## src/verilog/mbmap_pkg.sv

```systemverilog
// shared types and constants of the marker address mapper
`default_nettype none
package mbmap_pkg;

    // register windows (16-bit register numbers)
    localparam logic [15:0] REG_SYS_LO = 16'h0bb8; // 3000
    localparam logic [15:0] REG_SYS_HI = 16'h1387; // 4999
    localparam logic [15:0] REG_IO_LO = 16'h1388; // 5000
    localparam logic [15:0] REG_NET_HI = 16'h1f3f; // 7999, io and network share
    localparam logic [15:0] REG_VOL_LO = 16'h1f40; // 8000
    localparam logic [15:0] REG_VOL_HI = 16'h6d5f; // 27999
    localparam logic [15:0] REG_RET_LO = 16'h6d60; // 28000
    localparam logic [15:0] REG_RET_HI = 16'hbb7f; // 47999

    // bit windows (coil / discrete numbers)
    localparam logic [15:0] BIT_SYS_HI = 16'h3e7f; // 15999
    localparam logic [15:0] BIT_IO_LO = 16'h3e80; // 16000
    localparam logic [15:0] BIT_IO_HI = 16'h5dbf; // 23999
    localparam logic [15:0] BIT_NET_LO = 16'h5dc0; // 24000
    localparam logic [15:0] BIT_NET_HI = 16'h9c3f; // 39999
    localparam logic [15:0] BIT_VOL_LO = 16'h9c40; // 40000
    localparam logic [15:0] BIT_VOL_HI = 16'hc34f; // 49999
    localparam logic [15:0] BIT_RET_LO = 16'hc350; // 50000
    localparam logic [15:0] BIT_RET_HI = 16'hea5f; // 59999
    localparam int BIT_SPAN_DEF = 10000; // bits per internal area

    // first byte marker number of the system, network and retentive areas
    localparam logic [16:0] BYTE_SYS_BASE = 17'h00bb8; // 3000
    localparam logic [16:0] BYTE_NET_BASE = 17'h007d0; // 2000
    localparam logic [16:0] BYTE_RET_BASE = 17'h09c40; // 40000

    localparam logic [15:0] RSP_ZERO = 16'h0000;

    typedef enum logic [2:0] {
        MBMAP_RG_STATUS = 3'h0,
        MBMAP_RG_COMMAND = 3'h1,
        MBMAP_RG_INPUT = 3'h2,
        MBMAP_RG_OUTPUT = 3'h3,
        MBMAP_RG_INTERNAL = 3'h4
    } mbmap_region_t;

    typedef enum logic [1:0] {
        MBMAP_K_COIL = 2'h0,
        MBMAP_K_DISC = 2'h1,
        MBMAP_K_HOLD = 2'h2,
        MBMAP_K_INREG = 2'h3
    } mbmap_kind_t;

    typedef enum logic [2:0] {
        MBMAP_S_IDLE = 3'h0,
        MBMAP_S_ACC_LO = 3'h1,
        MBMAP_S_ACC_HI = 3'h2,
        MBMAP_S_BIT_WR = 3'h3,
        MBMAP_S_TX_HI = 3'h4,
        MBMAP_S_TX_LO = 3'h5,
        MBMAP_S_RESP = 3'h6
    } mbmap_state_t;

    typedef struct packed {
        mbmap_kind_t kind;
        logic write;
        logic [15:0] addr;
        logic [15:0] wdata;
    } mbmap_req_t;

    typedef struct packed {
        logic we;
        mbmap_region_t region;
        logic [16:0] addr;
        logic [7:0] wdata;
    } mbmap_mem_t;

    typedef struct packed {
        logic ok;
        mbmap_region_t region;
        logic [16:0] byte_addr;
        logic [2:0] bitpos;
    } mbmap_map_t;

endpackage : mbmap_pkg
`default_nettype wire

```

## src/verilog/mbmap_top.sv

```systemverilog
// modbus address to byte marker memory mapper
`timescale 1ns/1ps
`default_nettype none
module mbmap_top #(
    parameter int BIT_SPAN = mbmap_pkg::BIT_SPAN_DEF
) (
    input wire logic CLK_SYS,
    input wire logic RST,
    input wire logic REQ_VALID,
    input wire mbmap_pkg::mbmap_req_t REQ,
    output logic REQ_READY,
    output logic RSP_VALID,
    output logic RSP_ERR,
    output logic [15:0] RSP_DATA,
    output logic TX_VALID,
    output logic [7:0] TX_BYTE,
    output logic MEM_REQ,
    output mbmap_pkg::mbmap_mem_t MEM_CMD,
    input wire logic [7:0] MEM_RDATA,
    input wire logic MEM_ACK
);

    if (BIT_SPAN < 1 || BIT_SPAN > mbmap_pkg::BIT_SPAN_DEF)
    begin : g_bad_span
        $error("BIT_SPAN must lie in 1..10000");
    end

    localparam logic [15:0] SPAN = 16'(BIT_SPAN);

    function automatic logic is_bit(input mbmap_pkg::mbmap_kind_t k);
        is_bit = (k == mbmap_pkg::MBMAP_K_COIL) ||
                 (k == mbmap_pkg::MBMAP_K_DISC);
    endfunction : is_bit

    function automatic logic is_rd_only(input mbmap_pkg::mbmap_kind_t k);
        is_rd_only = (k == mbmap_pkg::MBMAP_K_DISC) ||
                     (k == mbmap_pkg::MBMAP_K_INREG);
    endfunction : is_rd_only

    // pure address arithmetic, no memory knowledge
    function automatic mbmap_pkg::mbmap_map_t map_addr(
        input mbmap_pkg::mbmap_kind_t k,
        input logic [15:0] a
    );
        mbmap_pkg::mbmap_map_t m;
        logic [15:0] lo;
        logic [16:0] base;
        logic [15:0] off;
        logic ro;
        m = '0;
        lo = '0;
        base = '0;
        ro = is_rd_only(k);
        if (is_bit(k))
        begin
            if (a <= mbmap_pkg::BIT_SYS_HI)
            begin
                m.ok = 1'b1;
                base = mbmap_pkg::BYTE_SYS_BASE;
                m.region = ro ? mbmap_pkg::MBMAP_RG_STATUS
                              : mbmap_pkg::MBMAP_RG_COMMAND;
            end
            else if (a <= mbmap_pkg::BIT_IO_HI)
            begin
                m.ok = 1'b1;
                lo = mbmap_pkg::BIT_IO_LO;
                m.region = ro ? mbmap_pkg::MBMAP_RG_INPUT
                              : mbmap_pkg::MBMAP_RG_OUTPUT;
            end
            else if (a <= mbmap_pkg::BIT_NET_HI)
            begin
                m.ok = 1'b1;
                lo = mbmap_pkg::BIT_NET_LO;
                base = mbmap_pkg::BYTE_NET_BASE;
                m.region = ro ? mbmap_pkg::MBMAP_RG_INPUT
                              : mbmap_pkg::MBMAP_RG_OUTPUT;
            end
            else if (!ro && a <= mbmap_pkg::BIT_VOL_HI)
            begin
                m.ok = 1'b1;
                lo = mbmap_pkg::BIT_VOL_LO;
                m.region = mbmap_pkg::MBMAP_RG_INTERNAL;
            end
            else if (!ro && a <= mbmap_pkg::BIT_RET_HI)
            begin
                m.ok = 1'b1;
                lo = mbmap_pkg::BIT_RET_LO;
                base = mbmap_pkg::BYTE_RET_BASE;
                m.region = mbmap_pkg::MBMAP_RG_INTERNAL;
            end
            off = a - lo;
            // markers past the span are reachable by register only
            if (m.region == mbmap_pkg::MBMAP_RG_INTERNAL && off >= SPAN)
            begin
                m.ok = 1'b0;
            end
            m.byte_addr = base + 17'(off[15:3]);
            m.bitpos = off[2:0];
        end
        else
        begin
            if (a >= mbmap_pkg::REG_SYS_LO && a <= mbmap_pkg::REG_SYS_HI)
            begin
                m.ok = 1'b1;
                lo = mbmap_pkg::REG_SYS_LO;
                base = mbmap_pkg::BYTE_SYS_BASE;
                m.region = ro ? mbmap_pkg::MBMAP_RG_STATUS
                              : mbmap_pkg::MBMAP_RG_COMMAND;
            end
            else if (a >= mbmap_pkg::REG_IO_LO && a <= mbmap_pkg::REG_NET_HI)
            begin
                m.ok = 1'b1;
                lo = mbmap_pkg::REG_IO_LO;
                m.region = ro ? mbmap_pkg::MBMAP_RG_INPUT
                              : mbmap_pkg::MBMAP_RG_OUTPUT;
            end
            else if (!ro && a >= mbmap_pkg::REG_VOL_LO &&
                     a <= mbmap_pkg::REG_VOL_HI)
            begin
                m.ok = 1'b1;
                lo = mbmap_pkg::REG_VOL_LO;
                m.region = mbmap_pkg::MBMAP_RG_INTERNAL;
            end
            else if (!ro && a >= mbmap_pkg::REG_RET_LO &&
                     a <= mbmap_pkg::REG_RET_HI)
            begin
                m.ok = 1'b1;
                lo = mbmap_pkg::REG_RET_LO;
                base = mbmap_pkg::BYTE_RET_BASE;
                m.region = mbmap_pkg::MBMAP_RG_INTERNAL;
            end
            off = a - lo;
            // each register always starts on an even byte
            m.byte_addr = base + {off, 1'b0};
        end
        map_addr = m;
    endfunction : map_addr

    mbmap_pkg::mbmap_state_t state_r, state_nxt;
    mbmap_pkg::mbmap_req_t req_r, req_nxt;
    mbmap_pkg::mbmap_mem_t mem_r, mem_nxt;
    mbmap_pkg::mbmap_map_t map_now;
    logic [2:0] bitpos_r, bitpos_nxt;
    logic mem_req_r, mem_req_nxt;
    logic ready_r, ready_nxt;
    logic rsp_valid_r, rsp_valid_nxt;
    logic rsp_err_r, rsp_err_nxt;
    logic [15:0] rsp_data_r, rsp_data_nxt;
    logic tx_valid_r, tx_valid_nxt;
    logic [7:0] tx_byte_r, tx_byte_nxt;
    logic [7:0] bit_byte;

    assign map_now = map_addr(REQ.kind, REQ.addr);

    always_comb
    begin
        bit_byte = MEM_RDATA;
        bit_byte[bitpos_r] = |req_r.wdata;
        state_nxt = state_r;
        req_nxt = req_r;
        mem_nxt = mem_r;
        bitpos_nxt = bitpos_r;
        mem_req_nxt = mem_req_r;
        ready_nxt = 1'b0;
        rsp_valid_nxt = 1'b0;
        rsp_err_nxt = rsp_err_r;
        rsp_data_nxt = rsp_data_r;
        tx_valid_nxt = 1'b0;
        tx_byte_nxt = tx_byte_r;
        unique case (state_r)
            mbmap_pkg::MBMAP_S_IDLE:
            begin
                ready_nxt = 1'b1;
                if (REQ_VALID && ready_r)
                begin
                    ready_nxt = 1'b0;
                    req_nxt = REQ;
                    rsp_data_nxt = mbmap_pkg::RSP_ZERO;
                    if (!map_now.ok || (REQ.write && is_rd_only(REQ.kind)))
                    begin
                        rsp_err_nxt = 1'b1;
                        rsp_valid_nxt = 1'b1;
                        state_nxt = mbmap_pkg::MBMAP_S_RESP;
                    end
                    else
                    begin
                        rsp_err_nxt = 1'b0;
                        bitpos_nxt = map_now.bitpos;
                        mem_nxt.region = map_now.region;
                        mem_nxt.addr = map_now.byte_addr;
                        // a bit write first reads the byte it lives in
                        mem_nxt.we = REQ.write && !is_bit(REQ.kind);
                        mem_nxt.wdata = REQ.wdata[7:0];
                        mem_req_nxt = 1'b1;
                        state_nxt = mbmap_pkg::MBMAP_S_ACC_LO;
                    end
                end
            end
            mbmap_pkg::MBMAP_S_ACC_LO:
            begin
                if (MEM_ACK)
                begin
                    if (is_bit(req_r.kind) && req_r.write)
                    begin
                        mem_nxt.we = 1'b1;
                        mem_nxt.wdata = bit_byte;
                        state_nxt = mbmap_pkg::MBMAP_S_BIT_WR;
                    end
                    else if (is_bit(req_r.kind))
                    begin
                        mem_req_nxt = 1'b0;
                        rsp_data_nxt = {15'h0000, MEM_RDATA[bitpos_r]};
                        rsp_valid_nxt = 1'b1;
                        state_nxt = mbmap_pkg::MBMAP_S_RESP;
                    end
                    else
                    begin
                        // neighbour byte is part of the register too
                        rsp_data_nxt[7:0] = MEM_RDATA;
                        mem_nxt.addr = mem_r.addr + 17'h00001;
                        mem_nxt.wdata = req_r.wdata[15:8];
                        state_nxt = mbmap_pkg::MBMAP_S_ACC_HI;
                    end
                end
            end
            mbmap_pkg::MBMAP_S_ACC_HI:
            begin
                if (MEM_ACK)
                begin
                    mem_req_nxt = 1'b0;
                    if (req_r.write)
                    begin
                        rsp_valid_nxt = 1'b1;
                        state_nxt = mbmap_pkg::MBMAP_S_RESP;
                    end
                    else
                    begin
                        rsp_data_nxt[15:8] = MEM_RDATA;
                        tx_valid_nxt = 1'b1;
                        tx_byte_nxt = MEM_RDATA;
                        state_nxt = mbmap_pkg::MBMAP_S_TX_HI;
                    end
                end
            end
            mbmap_pkg::MBMAP_S_BIT_WR:
            begin
                if (MEM_ACK)
                begin
                    mem_req_nxt = 1'b0;
                    rsp_valid_nxt = 1'b1;
                    state_nxt = mbmap_pkg::MBMAP_S_RESP;
                end
            end
            mbmap_pkg::MBMAP_S_TX_HI:
            begin
                tx_valid_nxt = 1'b1;
                tx_byte_nxt = rsp_data_r[7:0];
                state_nxt = mbmap_pkg::MBMAP_S_TX_LO;
            end
            mbmap_pkg::MBMAP_S_TX_LO:
            begin
                rsp_valid_nxt = 1'b1;
                state_nxt = mbmap_pkg::MBMAP_S_RESP;
            end
            mbmap_pkg::MBMAP_S_RESP:
            begin
                ready_nxt = 1'b1;
                state_nxt = mbmap_pkg::MBMAP_S_IDLE;
            end
            default:
            begin
                mem_req_nxt = 1'b0;
                state_nxt = mbmap_pkg::MBMAP_S_IDLE;
            end
        endcase
    end

    always_ff @(posedge CLK_SYS)
    begin
        if (RST)
        begin
            state_r <= mbmap_pkg::MBMAP_S_IDLE;
            req_r <= '0;
            mem_r <= '0;
            bitpos_r <= 3'h0;
            mem_req_r <= 1'b0;
            ready_r <= 1'b0;
            rsp_valid_r <= 1'b0;
            rsp_err_r <= 1'b0;
            rsp_data_r <= 16'h0000;
            tx_valid_r <= 1'b0;
            tx_byte_r <= 8'h00;
        end
        else
        begin
            state_r <= state_nxt;
            req_r <= req_nxt;
            mem_r <= mem_nxt;
            bitpos_r <= bitpos_nxt;
            mem_req_r <= mem_req_nxt;
            ready_r <= ready_nxt;
            rsp_valid_r <= rsp_valid_nxt;
            rsp_err_r <= rsp_err_nxt;
            rsp_data_r <= rsp_data_nxt;
            tx_valid_r <= tx_valid_nxt;
            tx_byte_r <= tx_byte_nxt;
        end
    end

    assign REQ_READY = ready_r;
    assign RSP_VALID = rsp_valid_r;
    assign RSP_ERR = rsp_err_r;
    assign RSP_DATA = rsp_data_r;
    assign TX_VALID = tx_valid_r;
    assign TX_BYTE = tx_byte_r;
    assign MEM_REQ = mem_req_r;
    assign MEM_CMD = mem_r;

endmodule : mbmap_top
`default_nettype wire
```

## config.mk

```make
export PLATFORM = sky130hd
export DESIGN_NAME = mbmap_top
export DESIGN_NICKNAME = d
export VERILOG_FILES = /design/src/verilog/mbmap_pkg.sv /design/src/verilog/mbmap_top.sv
export SDC_FILE = /design/constraint.sdc
export NUM_CORES = 1
export LEC_CHECK = 0
export BUFFER_PORTS_ARGS = -buffer_cell sky130_fd_sc_hd__clkbuf_2
export CAP_MARGIN = 10
export CORE_MARGIN = 1.5
export CORE_UTILIZATION = 40
export DETAILED_ROUTE_END_ITERATION = 8
export GPL_TIMING_DRIVEN = 0
export PLACE_DENSITY_LB_ADDON = 0.12
export SLEW_MARGIN = 10
export SYNTH_ARGS = -nofsm -noshare
export SYNTH_HDL_FRONTEND = slang
export SYNTH_SLANG_ARGS = --single-unit
```

## constraint.sdc

```tcl
create_clock -name CLK_SYS -period 6.4 [get_ports CLK_SYS]
set_input_delay 1.28 -clock CLK_SYS [delete_from_list [all_inputs] [get_ports CLK_SYS]]
set_output_delay 1.28 -clock CLK_SYS [all_outputs]
set_load 0.02 [all_outputs]
```

**Word-level counts from Yosys, hierarchy flattened**

Cells that the tools add are included.

- Bits in registers: 83
- Word-level logic and storage cells: 194
- Output and inout port bits: 58
- Input bits: 47

- Muxes and demuxes: 92
- $lt $le $gt $ge: 16
- Reductions and logical operators: 40
- Eq/ne operators: 22
- $add $sub $neg: 5
- Bitwise operators: 2

Operator list:

| cell | number |
|---|---|
| 2-to-1 mux 16 bit | 19 |
| <= comparator 16 bit (second input constant) | 4 |
| 2-to-1 mux 15 bit | 4 |
| 2-to-1 mux 29 bit | 2 |
| 2-to-1 mux 17 bit | 3 |
| 2-to-1 mux 25 bit | 2 |
| case mux 25 bit (2 select lines) | 1 |
| 2-to-1 mux 4 bit | 10 |
| 2-to-1 mux 8 bit | 5 |
| >= comparator 16 x 13 -> 1 bit (second input constant) | 2 |
| <= comparator 16 x 13 -> 1 bit (second input constant) | 2 |
| <= comparator 16 x 15 -> 1 bit (second input constant) | 2 |
| case mux 8 bit (2 select lines) | 2 |
| subtractor 16 bit | 2 |
| 2-to-1 mux 1 bit | 24 |
| 2-to-1 mux 3 bit | 8 |
| case mux 8 bit (3 select lines) | 1 |
| 2-to-1 mux 21 bit | 1 |
| inequality test 2 bit (second input constant) | 10 |
| case mux 3 bit (6 select lines) | 1 |
| adder 17 x 1 -> 17 bit (second input constant) | 1 |
| adder 17 x 13 -> 17 bit | 1 |
| adder 17 bit | 1 |
| >= comparator 16 x 12 -> 1 bit (second input constant) | 1 |
| 36 further kinds | 68 |

**Logic depth before layout (Yosys ltp)**

Gate-level depths: netlist (run 1).

- Word-level depth: 20
- Mapped depth: 24
- Gate-level depth less buffers: 23

**Worst setup path before layout (run 1)**

Ideal clock, no wire load.

- Kind: input to register
- Start point: input REQ[23] in the netlist's numbering
- End point: register mem_r, in the netlist MEM_CMD[23]
- Path buffers: 1
- Data arrival time: 5.505 ns
- Stages on the path: 23
- Library setup time: 0.116 ns
- Data required time: 6.284 ns
- Path slack: 0.780 ns
- Cells stage by stage: buf_2 -> a31oi_1 -> o21ai_0 -> nor3b_1 -> inv_1 -> nand2_1 -> inv_1 -> ha_1 -> nor2b_1 -> o31a_1 -> o21a_1 -> nor2_1 -> xnor2_1 -> ha_1 -> and3_1 -> o21a_1 -> a311o_1 -> a21o_1 -> a21o_1 -> nand3_1 -> xor2_1 -> a21oi_1 -> a31o_1

- Longest elaborated chain between the ends: 17
- Elaborated cells on any way between the ends: 69
- Those cells by class: 4 x add/sub; 14 x order compare; 2 x eq/ne; 37 x mux; 12 x reduce/logical

Ends and longest elaborated chain:

| what | line | RTL |
|---|---|---|
| start: declaration | mbmap_top.sv:10 | `input wire mbmap_pkg::mbmap_req_t REQ,` |
| <= comparator 16 bit | mbmap_top.sv:84 | `else if (!ro && a <= mbmap_pkg::BIT_RET_HI)` |
| logical AND 1 bit | mbmap_top.sv:84 |  |
| 2-to-1 mux 16 bit | mbmap_top.sv:84 |  |
| 2-to-1 mux 16 bit | mbmap_top.sv:78 | `else if (!ro && a <= mbmap_pkg::BIT_VOL_HI)` |
| 2-to-1 mux 16 bit | mbmap_top.sv:70 | `else if (a <= mbmap_pkg::BIT_NET_HI)` |
| 2-to-1 mux 16 bit | mbmap_top.sv:63 | `else if (a <= mbmap_pkg::BIT_IO_HI)` |
| 2-to-1 mux 16 bit | mbmap_top.sv:56 | `if (a <= mbmap_pkg::BIT_SYS_HI)` |
| 2-to-1 mux 16 bit | mbmap_top.sv:54 | `if (is_bit(k))` |
| subtractor 16 bit | mbmap_top.sv:91 | `off = a - lo;` |
| >= comparator 16 x 14 -> 1 bit | mbmap_top.sv:93 | `if (m.region == mbmap_pkg::MBMAP_RG_INTERNAL && off >= SPAN)` |
| logical AND 1 bit | mbmap_top.sv:93 |  |
| 2-to-1 mux 1 bit | mbmap_top.sv:93 |  |
| 2-to-1 mux 21 bit (*) | mbmap_top.sv:54 |  |
| zero test 1 bit | mbmap_top.sv:179 | `if (!map_now.ok \|\| (REQ.write && is_rd_only(REQ.kind)))` |
| logical OR 1 bit | mbmap_top.sv:179 |  |
| inequality test 2 bit (no line) | - |  |
| AND reduction 6 bit (no line) | - |  |
| end signal: assignment | mbmap_top.sv:298 | `mem_r <= mem_nxt;` |
| end: declaration | mbmap_top.sv:141 | `mbmap_pkg::mbmap_mem_t mem_r, mem_nxt;` |

Every way passes the cells marked *; elsewhere a longest branch is shown, timed or not. The select of a mux whose other input is x is not followed.
A chain may end at the register's enable or synchronous reset.

**Worst setup path after layout (run 1)**

- Start point: input REQ[30] in the netlist's numbering
- End point: register mem_r, in the netlist MEM_CMD[23]

Same word-level chain as after synthesis.

==> flow_summary.yaml, run 1 <==
sta:
  max_slew_margin_pct: 31.2
  min_period_ps: 6010
  rsz0062_at_grt: "false"
  fin_crit_sh_pct: 93.8
  fmax_ghz: 0.167
  setup_viol: 0
  slew_violations: 0
  hold_violations: 0
  worst_pin_slew_ps: 1020
  worst_hold_slack_ps: 452
  skew_ps: 7.59
synthesis:
  synth-edff-count: 0
  ys.warnings.count: 0
  synthSimpleGateAreaFrac_pct: 25.4
  syn-num-nets: 1020
  synth_top_family_by_area: "compound AO/OA/AOI/OAI gates"
  synthXorXnorAreaFrac_pct: 4.30
  synth_top_area_share_pct: 23.7
  ys_ff_latch: 82
  synth_compound_area_share_pct: 28.3
  syn_inst: 925
  yosys-top-cells-area: "dfxtp_1 (24%), ha_1 (8.3%), a21oi_1 (7.7%)"
  yosys-mux-area-fraction_pct: 3.97
  ys_seq_area_share_pct: 23.7
  synthFlopType: "dfxtp_1"
  async_flop_share_pct: 0
  syn_area_um2: 6930
  ys_types: 86
  synthAdderAreaFrac_pct: 8.88
  synth_top_cell_by_area: "dfxtp_1"
  syn_avg_cell_area_um2: 7.49
setup_path:
  critPathRequiredTime_ps: 6630
  crit_path_max_fanout: 10
  crit_arrival_ps: 6240
  cp_slowest_stage_delay_ps: 430
  r2r-start: "state_r[1]"
  critical-path-slowest-cell: "o311a_1"
  worstSetupStartpointType: "input port"
  worstPathCellList: "clkbuf_2 > buf_2 > nor3_1 > o311a_1 > nor2_4 > nor2_4 > inv_1 > ha_1 > fa_1 > nor2b_1 > o31a_1 > o21a_1 > nor2_1 > xnor2_1 > ha_1 > and3_1 > o21a_1 > a311o_1 > a21o_1 > a21o_1 > nand3_1 > xor2_1 > a21oi_1 > a31o_1"
  cp-end-kind: "flip-flop"
  crit_type: "input port to flip-flop"
  crit_path_start: "REQ[30]"
die:
  die_h_um: 135
  ios: 105
  start_util_pct: 41.4
  core.rowCount: 47
  floorplan.core_area_um2: 16800
  design.die.area_um2: 18100
  die_x_um: 135
power:
  p_switching_mw: 1.05
  vdd_drop_max_uv: 173
  swShare_pct: 44.3
  p_int_mw: 1.32
  pwr-share-clk_pct: 23.4
  cellLeakagePower_nw: 3.24
  powerDensity_nw_per_um2: 295
  p_comb_share_pct: 50.5
  pwr-share-seq_pct: 26.1
drt:
  post_drt_wl_per_cell_um: 18.4
  viasPerCell: 5.88
  vias: 7426
  drt_iter0_drc: 720
  drc: 0
  dr.pass1.iters: 5
  wirelength_um: 23200
  postRouteAntennaNets: 0
placement:
  globalplace.congestion: 0.888
  io_buffer_count: 102
  hpwl_um: 18000
  dp.cells: 1247
layout:
  layout-drive-gt1-share_pct: 15.1
  final_nets: 1135
  multi_input_area_um2: 4930
  fin_util_pct: 48.0
  seq_area_um2: 1640
  diodes: 0
  area.growth.synth_to_final_pct: 16.2
  instances_no_fill: 1263
  fillers: 1825
clocking:
  cts_sinks: 82
  cts_tree: "built"
  cts_buffers: 9
  clk_pin_slew_ps: 60
  clock_latency_ps: 340
  clock_path_buffers: 2
  cts-htree-levels: 3
  cts-root-buf: "clkbuf_16"
global_route:
  antenna_found_initial: 0
  grt_util_all_layers_pct: 25.6
  grt_max_degree: 14
  grt_pass1_vias: 6713
  grt-ovfl-total: 0
  grt_pass1_wl_um: 36800
min_path:
  min_from: "RSP_DATA[14]"
  hold_path.class: "flip-flop to flip-flop"
flow_run:
  maxCapViolations: 0
run_status:
  status: "completed"
## placed cells by master, fill, tap and decap left out, drive strengths merged, types with 31 or more instances in the layout
| cell | count |
|---|---|
| nand3 | 38 |
| ha | 46 |
| inv | 31 |
| nor2 | 85 |
| nand2 | 97 |
| nor3 | 33 |
| a21oi | 109 |
| o21ai | 40 |
| dfxtp | 82 |
| clkbuf | 152 |
## power groups by stage
| stage | Combinational [mW] | Clock, mW | Sequential (mW) |
|---|---|---|---|
| after global placement | 1.17 | 0 | 0.630 |
| final | 1.20 | 0.556 | 0.620 |
| after detailed placement | 1.17 | 0 | 0.630 |
| after global routing | 1.32 | 0.578 | 0.628 |
| after floorplan | 0.792 | 0 | 0.674 |
| after CTS | 1.18 | 0.562 | 0.620 |
## cell type report
class | instances | area share, %
Tap cell | 220 | 3.42
Timing Repair Buffer | 104 | 6.53
Clock buffer | 9 | 2.80
Inverter | 30 | 1.40
Multi-Input combinational cell | 755 | 61.2
Clock inverter | 5 | 0.979
Sequential cell | 82 | 20.4
Buffer | 58 | 3.25
## layer usage
metal  wire length, um  track usage, %  vias up
li1                  -               -     3667
met1             11700            39.4     3436
met2              9400            36.7      300
met3              1840            4.62       23
met4               328            5.62        0
met5                 0               0        -
## final timing paths
kind | end | slack, ps | cells past startpoint
hold reg to reg | RSP_DATA[14] | 450 | 2
setup reg to reg | MEM_CMD[5] | 3560 | 8
hold / removal | RSP_DATA[14] | 450 | 2
setup / recovery | MEM_CMD[23] | 390 | 24
## synth_stat cells (all sizes together), types with 13 or more instances
master,number
a2111oi,13
a21oi,109
a31oi,25
and3,13
buf,17
clkbuf,41
dfxtp,82
ha,46
inv,30
mux2i,23
nand2,97
nand3,38
nor2,85
nor2b,14
nor3,33
o21ai,40
o31ai,13
xnor2,25
## through the flow
stage / total power, mW / cell area [um^2] / TNS, ps / worst slack [ps]
finish: 2.38 / 8050 / 0 / 395
CTS: 2.36 / 8020 / 0 / 7.86
detailed placement: 1.80 / 7720 / -1460 / -393
global placement: 1.80 / 7720 / -916 / -279
global route: 2.52 / 8050 / 0 / 40.9
floorplan: 1.47 / 6930 / 0 / 780
## repair_timing
action                                  in CTS  in global routing
hold buffers                                 0                  0
endpoints found under the hold margin        0                  0
endpoints found under the setup margin       0                  5
buffers inserted                             0                  2
resized for setup                            0                  3
## cell families after synthesis
kind of cell	after synthesis
xor gates and xnor gates	34
adders and majority gates	48
AOI/OAI and AO/OA	293
DFF	82
and+or+nand+nor	355
buffers and inverters	88
muxes	25
## sequential cells by signal (all words and copies together), names as in the netlist
register and cells:
MEM_CMD 29, req_r 18, RSP_DATA 16, TX_BYTE 8
bitpos_r 3, state_r 3, MEM_REQ 1, REQ_READY 1
RSP_ERR 1, RSP_VALID 1, TX_VALID 1
## critical path: cells and delay by family
kind	cells	cell delay, ps
xor+xnor	2	380
simple gates	7	1300
fa+ha+maj	3	950
compound gates	9	1920
buf+inv	3	400
(Power assumes the default switching activity.)
==> run 2, diff against run 1 <==
==> constraint.sdc (replaced) <==
create_clock -name CLK_SYS -period 6.4 [get_ports CLK_SYS]
set_input_delay 0.64 -clock CLK_SYS [delete_from_list [all_inputs] [get_ports CLK_SYS]]
set_output_delay 0.64 -clock CLK_SYS [all_outputs]
set_load 0.02 [all_outputs]
==> run 2 against run 1 <==
  * Global-route usage stayed put
  * Largest cell class unchanged
  * Count of clock-buffer cells in the layout stayed put
  * Highest routed layer unchanged
  * Critical endpoint unchanged
  * Sequential power hardly changed
==> flow_summary.yaml, run 2 (synthesized netlist as in run 1, its figures left out) <==
flow_run:
  maxCapViolations: 0
drt:
  dr.pass1.iters: 5
  drt_iter0_drc: 695
  vias: 7433
  postRouteAntennaNets: 0
  wirelength_um: 23300
  post_drt_wl_per_cell_um: 18.5
  viasPerCell: 5.89
  drc: 0
sta:
  hold_violations: 0
  fmax_ghz: 0.173
  finalSetupTns_ps: 0
  skew_ps: 10.4
  worst_hold_slack_ps: 451
  fin_crit_sh_pct: 90.2
  slew_violations: 0
  min_period_ps: 5770
  setup_viol: 0
  rsz0062_at_grt: "false"
  max_slew_margin_pct: 29.0
  setup_slack_ps: 626
  worst_pin_slew_ps: 1060
die:
  start_util_pct: 41.4
  die_h_um: 135
  design.die.area_um2: 18100
  floorplan.core_area_um2: 16800
  die_x_um: 135
  ios: 105
  core.rowCount: 47
run_status:
  status: "completed"
clocking:
  cts_tree: "built"
  clock_latency_ps: 350
  post_cts_resized: 0
  cts_sinks: 82
  cts_setup_buffers: 0
  clock_path_buffers: 2
  clk_pin_slew_ps: 60
  cts-htree-levels: 3
  cts-root-buf: "clkbuf_16"
  ctsHoldBuffers: 0
  cts_buffers: 9
power:
  swShare_pct: 44.4
  powerDensity_nw_per_um2: 296
  p_total_mw: 2.38
  cellLeakagePower_nw: 3.23
  p_comb_share_pct: 50.5
  pwr-share-seq_pct: 26.1
  p_int_mw: 1.32
  p_switching_mw: 1.05
  vdd_drop_max_uv: 174
  pwr-share-clk_pct: 23.4
min_path:
  hold_path.class: "flip-flop to flip-flop"
setup_path:
  cp-end-kind: "flip-flop"
  worstSetupStartpointType: "input port"
  reg2reg_slack_ps: 3550
  crit_arrival_ps: 6010
  worstPathCellList: "clkbuf_2 > buf_2 > nand4_1 > o211ai_1 > nor2_2 > nor2_1 > inv_1 > ha_1 > fa_1 > nor2b_1 > o31a_1 > o21a_1 > nor2_1 > xnor2_1 > ha_1 > and3_1 > o21a_1 > a311o_1 > a21o_1 > a21o_1 > nand3_1 > xor2_1 > a21oi_1 > a31o_1"
  cp_slowest_stage_delay_ps: 570
  critical-path-slowest-cell: "o211ai_1"
  worst-path-buf-inv: 3
  crit_path_max_fanout: 10
  critPathRequiredTime_ps: 6630
  crit_type: "input port to flip-flop"
  path_delay_family: "compound AO/OA/AOI/OAI gates"
global_route:
  grt_util_all_layers_pct: 25.6
  antenna_found_initial: 0
  grt_pass1_wl_um: 36800
  grt_max_degree: 14
  grt_pass1_vias: 6713
  grt-ovfl-total: 0
layout:
  final_nets: 1133
  area.growth.synth_to_final_pct: 15.8
  mostFrequentLayoutCells: "a21oi_1 (107), clkbuf_2 (102), nand2_1 (97), dfxtp_1 (82), nor2_1 (82)"
  diodes: 0
  largest_register_ffs: 29
  layout-drive-gt1-share_pct: 14.9
  final_common_cell: "a21oi_1"
placement:
  globalplace.congestion: 0.888
  io_buffer_count: 102
  hpwl_um: 18000
  pre_cts_ws_ps: 247
==> run 2: worst reg2reg max path, stage by stage (launching register included) <==
cell       delay [ps]
dfxtp_1           300
clkbuf_1          300
nor2_1            250
nand2_1           140
clkbuf_1          460
clkbuf_1          510
a221oi_1          130
a2111oi_0         520
nor3_1            100
==> run 2: power by group through the flow <==
| stage | logic [mW] | registers, mW | clock network (mW) |
|---|---|---|---|
| global placement | 1.17 | 0.630 | 0 |
| detailed placement | 1.17 | 0.630 | 0 |
| finish | 1.20 | 0.621 | 0.557 |
| floorplan | 0.792 | 0.674 | 0 |
| CTS | 1.18 | 0.620 | 0.562 |
| global route | 1.31 | 0.628 | 0.578 |
==> run 2: final cells by class <==
cell class	instances	area, um^2
inverter	30	113
fill	1827	8730
buffer	58	262
tap	220	275
multi-input combinational	755	4920
clock inverter	5	78.8
clock buffer	9	225
sequential	82	1640
timing repair buffer	102	510
==> run 2: per-stage QoR <==
stage | util, % | cells | instance area (um^2)
6_report | 47.9 | 1261 | 8030
2_1_floorplan | - | 925 | 6930
5_1_grt | 47.9 | 1261 | 8030
4_1_cts | 47.9 | 1261 | 8020
3_5_place_dp | 46.0 | 1247 | 7720
3_3_place_gp | 46.0 | 1247 | 7720
==> run 2: per-layer routing <==
| layer | part of all wire (%) | up-vias | GRT usage [%] | wire (um) |
|---|---|---|---|---|
| li1 | - | 3667 | - | - |
| met1 | 51 | 3437 | 39.4 | 11800 |
| met2 | 40 | 305 | 36.7 | 9450 |
| met3 | 7.5 | 24 | 4.62 | 1750 |
| met4 | 1.5 | 0 | 5.62 | 344 |
| met5 | 0 | - | 0 | 0 |
==> run 2: path summary, 6_finish.rpt <==
kind                                     end  depth (start not counted)          from
worst max-delay path             MEM_CMD[23]                         24       REQ[23]
worst max register to register    MEM_CMD[5]                          8    state_r[1]
worst min-delay path            RSP_DATA[14]                          2  RSP_DATA[14]
worst min register to register  RSP_DATA[14]                          2  RSP_DATA[14]
==> run 3, diff against run 2 <==
--- a/config.mk
+++ b/config.mk
@@ -7,11 +7,13 @@
 export LEC_CHECK = 0
 export BUFFER_PORTS_ARGS = -buffer_cell sky130_fd_sc_hd__clkbuf_2
 export CAP_MARGIN = 10
+export CORE_ASPECT_RATIO = 0.6
 export CORE_MARGIN = 1.5
-export CORE_UTILIZATION = 40
+export CORE_UTILIZATION = 59
 export DETAILED_ROUTE_END_ITERATION = 8
 export GPL_TIMING_DRIVEN = 0
 export PLACE_DENSITY_LB_ADDON = 0.12
+export REMOVE_ABC_BUFFERS = 1
 export SLEW_MARGIN = 10
 export SYNTH_ARGS = -nofsm -noshare
 export SYNTH_HDL_FRONTEND = slang
==> run 3 against run 2 <==
  * Sequential power up 4.8%
  * Critical path depth down 1
  * Global-route usage up 7.9 points
  * Critical endpoint unchanged
  * Largest cell class unchanged
  * Largest power group unchanged
==> flow_summary.yaml, run 3 (synthesized netlist as in run 1, its figures left out) <==
setup_path:
  reg2reg_slack_ps: 3040
  reg2reg_depth: 6
  worstSetupStartpointType: "input port"
  r2r-end: "MEM_CMD[16]"
  crit_arrival_ps: 5840
  cp_num_cells: 23
  worstPathCellList: "clkbuf_2 > nor3_1 > o211ai_1 > and2_1 > nor2_1 > inv_1 > ha_1 > fa_1 > nor2b_1 > o31a_1 > o21a_1 > nor2_1 > xnor2_1 > ha_1 > and3_1 > o21a_1 > a311o_1 > a21o_1 > a21o_1 > nand3_1 > xor2_1 > a21oi_1 > a31o_1"
  critPathRequiredTime_ps: 6630
  path_delay_family: "compound AO/OA/AOI/OAI gates"
  worst-path-buf-inv: 2
  critical-path-slowest-cell: "nor3_1"
  endpoint: "MEM_CMD[23]"
  cp_slowest_stage_delay_ps: 420
  crit_path_start: "REQ[31]"
  r2r-start: "state_r[1]"
  crit_type: "input port to flip-flop"
  crit_path_max_fanout: 13
  cp-end-kind: "flip-flop"
clocking:
  cts_tree: "built"
  cts_buffers: 9
  cts_setup_buffers: 0
  cts_sinks: 82
  ctsHoldBuffers: 0
  clk_pin_slew_ps: 60
  post_cts_resized: 0
  cts-htree-levels: 3
  clock_path_buffers: 2
  clock_latency_ps: 340
  cts-root-buf: "clkbuf_16"
layout:
  multi_input_area_um2: 4930
  final_common_cell: "a21oi_1"
  layout-drive-gt1-share_pct: 15.1
  instances_no_fill: 1149
  fin_util_pct: 68.3
  mostFrequentLayoutCells: "a21oi_1 (106), clkbuf_2 (103), nand2_1 (97), dfxtp_1 (82), nor2_1 (81)"
  largest_register_ffs: 29
  fillers: 1002
  final_nets: 1079
  diodes: 0
  seq_area_um2: 1640
  area.growth.synth_to_final_pct: 12.1
  stdcell_area_um2: 7770
placement:
  hpwl_um: 15600
  pre_cts_ws_ps: 452
  placed_cell_area_um2: 7440
  globalplace.congestion: 0.956
  dp.cells: 1133
  io_buffer_count: 104
die:
  die_h_um: 87.0
  start_util_pct: 60.9
  floorplan.core_area_um2: 11400
  die_x_um: 143
  design.die.area_um2: 12400
  core.rowCount: 30
  ios: 105
drt:
  drc: 0
  drt_iter0_drc: 821
  wirelength_um: 20700
  vias: 7445
  post_drt_wl_per_cell_um: 18.0
  postRouteAntennaNets: 0
  dr.pass1.iters: 7
  viasPerCell: 6.48
sta:
  finalSetupTns_ps: 0
  max_slew_margin_pct: 24.6
  setup_viol: 0
  slew_violations: 0
  worst_hold_slack_ps: 454
  worst_pin_slew_ps: 1130
  fin_crit_sh_pct: 87.7
  fmax_ghz: 0.178
  rsz0062_at_grt: "false"
  hold_violations: 0
  min_period_ps: 5610
  skew_ps: 5.65
  setup_slack_ps: 788
power:
  p_int_mw: 1.31
  cellLeakagePower_nw: 3.14
  vdd_drop_max_uv: 207
  pwr-share-seq_pct: 27.9
  p_total_mw: 2.34
  p_switching_mw: 1.03
  p_comb_share_pct: 48.4
  swShare_pct: 44.1
  powerDensity_nw_per_um2: 301
  pwr-share-clk_pct: 23.8
global_route:
  grt-ovfl-total: 0
  grt_max_degree: 60
  grt_pass1_wl_um: 33200
  grt_pass1_vias: 6315
  grt_util_all_layers_pct: 33.5
  antenna_found_initial: 0
flow_run:
  maxCapViolations: 0
min_path:
  hold_path.class: "flip-flop to flip-flop"
run_status:
  status: "completed"
==> run 3: cell count changes in the layout (fill, tap and decap cells not counted), moves of 2 or more <==
cell	previous run	this run
buf_2	8	0
clkbuf_1	41	1
buf_1	3	0
clkinv_2	2	0
clkinvlp_4	0	3
buf_4	3	0
buf_6	3	1
==> run 3: metal layers <==
metal  part of all wire (%)  track usage, %  up-vias  wire length, um
met3                     12            10.2       14             2510
met4                   0.62            4.97        0              129
met5                      0               0        -                0
li1                       -               -     3565                -
met1                     49            53.6     3444            10200
met2                     38            43.0      422             7800
==> run 3: layout make-up <==
cell class              count  share of cell area (%)
multi-input cells         755                    63.5
clock inverters             6                    1.18
inverters                  30                    1.45
flip-flops and latches     82                    21.1
clock buffers              10                    2.95
repair buffers            106                    7.23
well taps                 160                    2.58
==> run 3: worst min-delay path by stage <==
stage | start | end | slack (ps) | cells after the start
5_1_grt | RSP_DATA[10] | RSP_DATA[10] | 480 | 2
3_3_place_gp | RSP_DATA[10] | RSP_DATA[10] | 440 | 2
2_1_floorplan | req_r[4] | req_r[4] | 430 | 2
3_5_place_dp | RSP_DATA[10] | RSP_DATA[10] | 440 | 2
4_1_cts | RSP_DATA[10] | RSP_DATA[10] | 450 | 2
6_report | RSP_DATA[10] | RSP_DATA[10] | 450 | 2
==> run 3: power by group through the flow <==
stage                     Sequential [mW]  Combinational (mW)  Clock, mW
after global placement              0.657                1.07          0
after floorplan                     0.694               0.720          0
final                               0.651                1.13      0.556
after detailed placement            0.659                1.09          0
after global routing                0.661                1.23      0.578
after CTS                           0.648                1.10      0.554
==> run 3: worst register-to-register path, delay by kind of cell, from the launching register on <==
kind / cells / cell delay, ps
simple gates: 5 / 2430
compound gates: 1 / 200
flops: 1 / 680
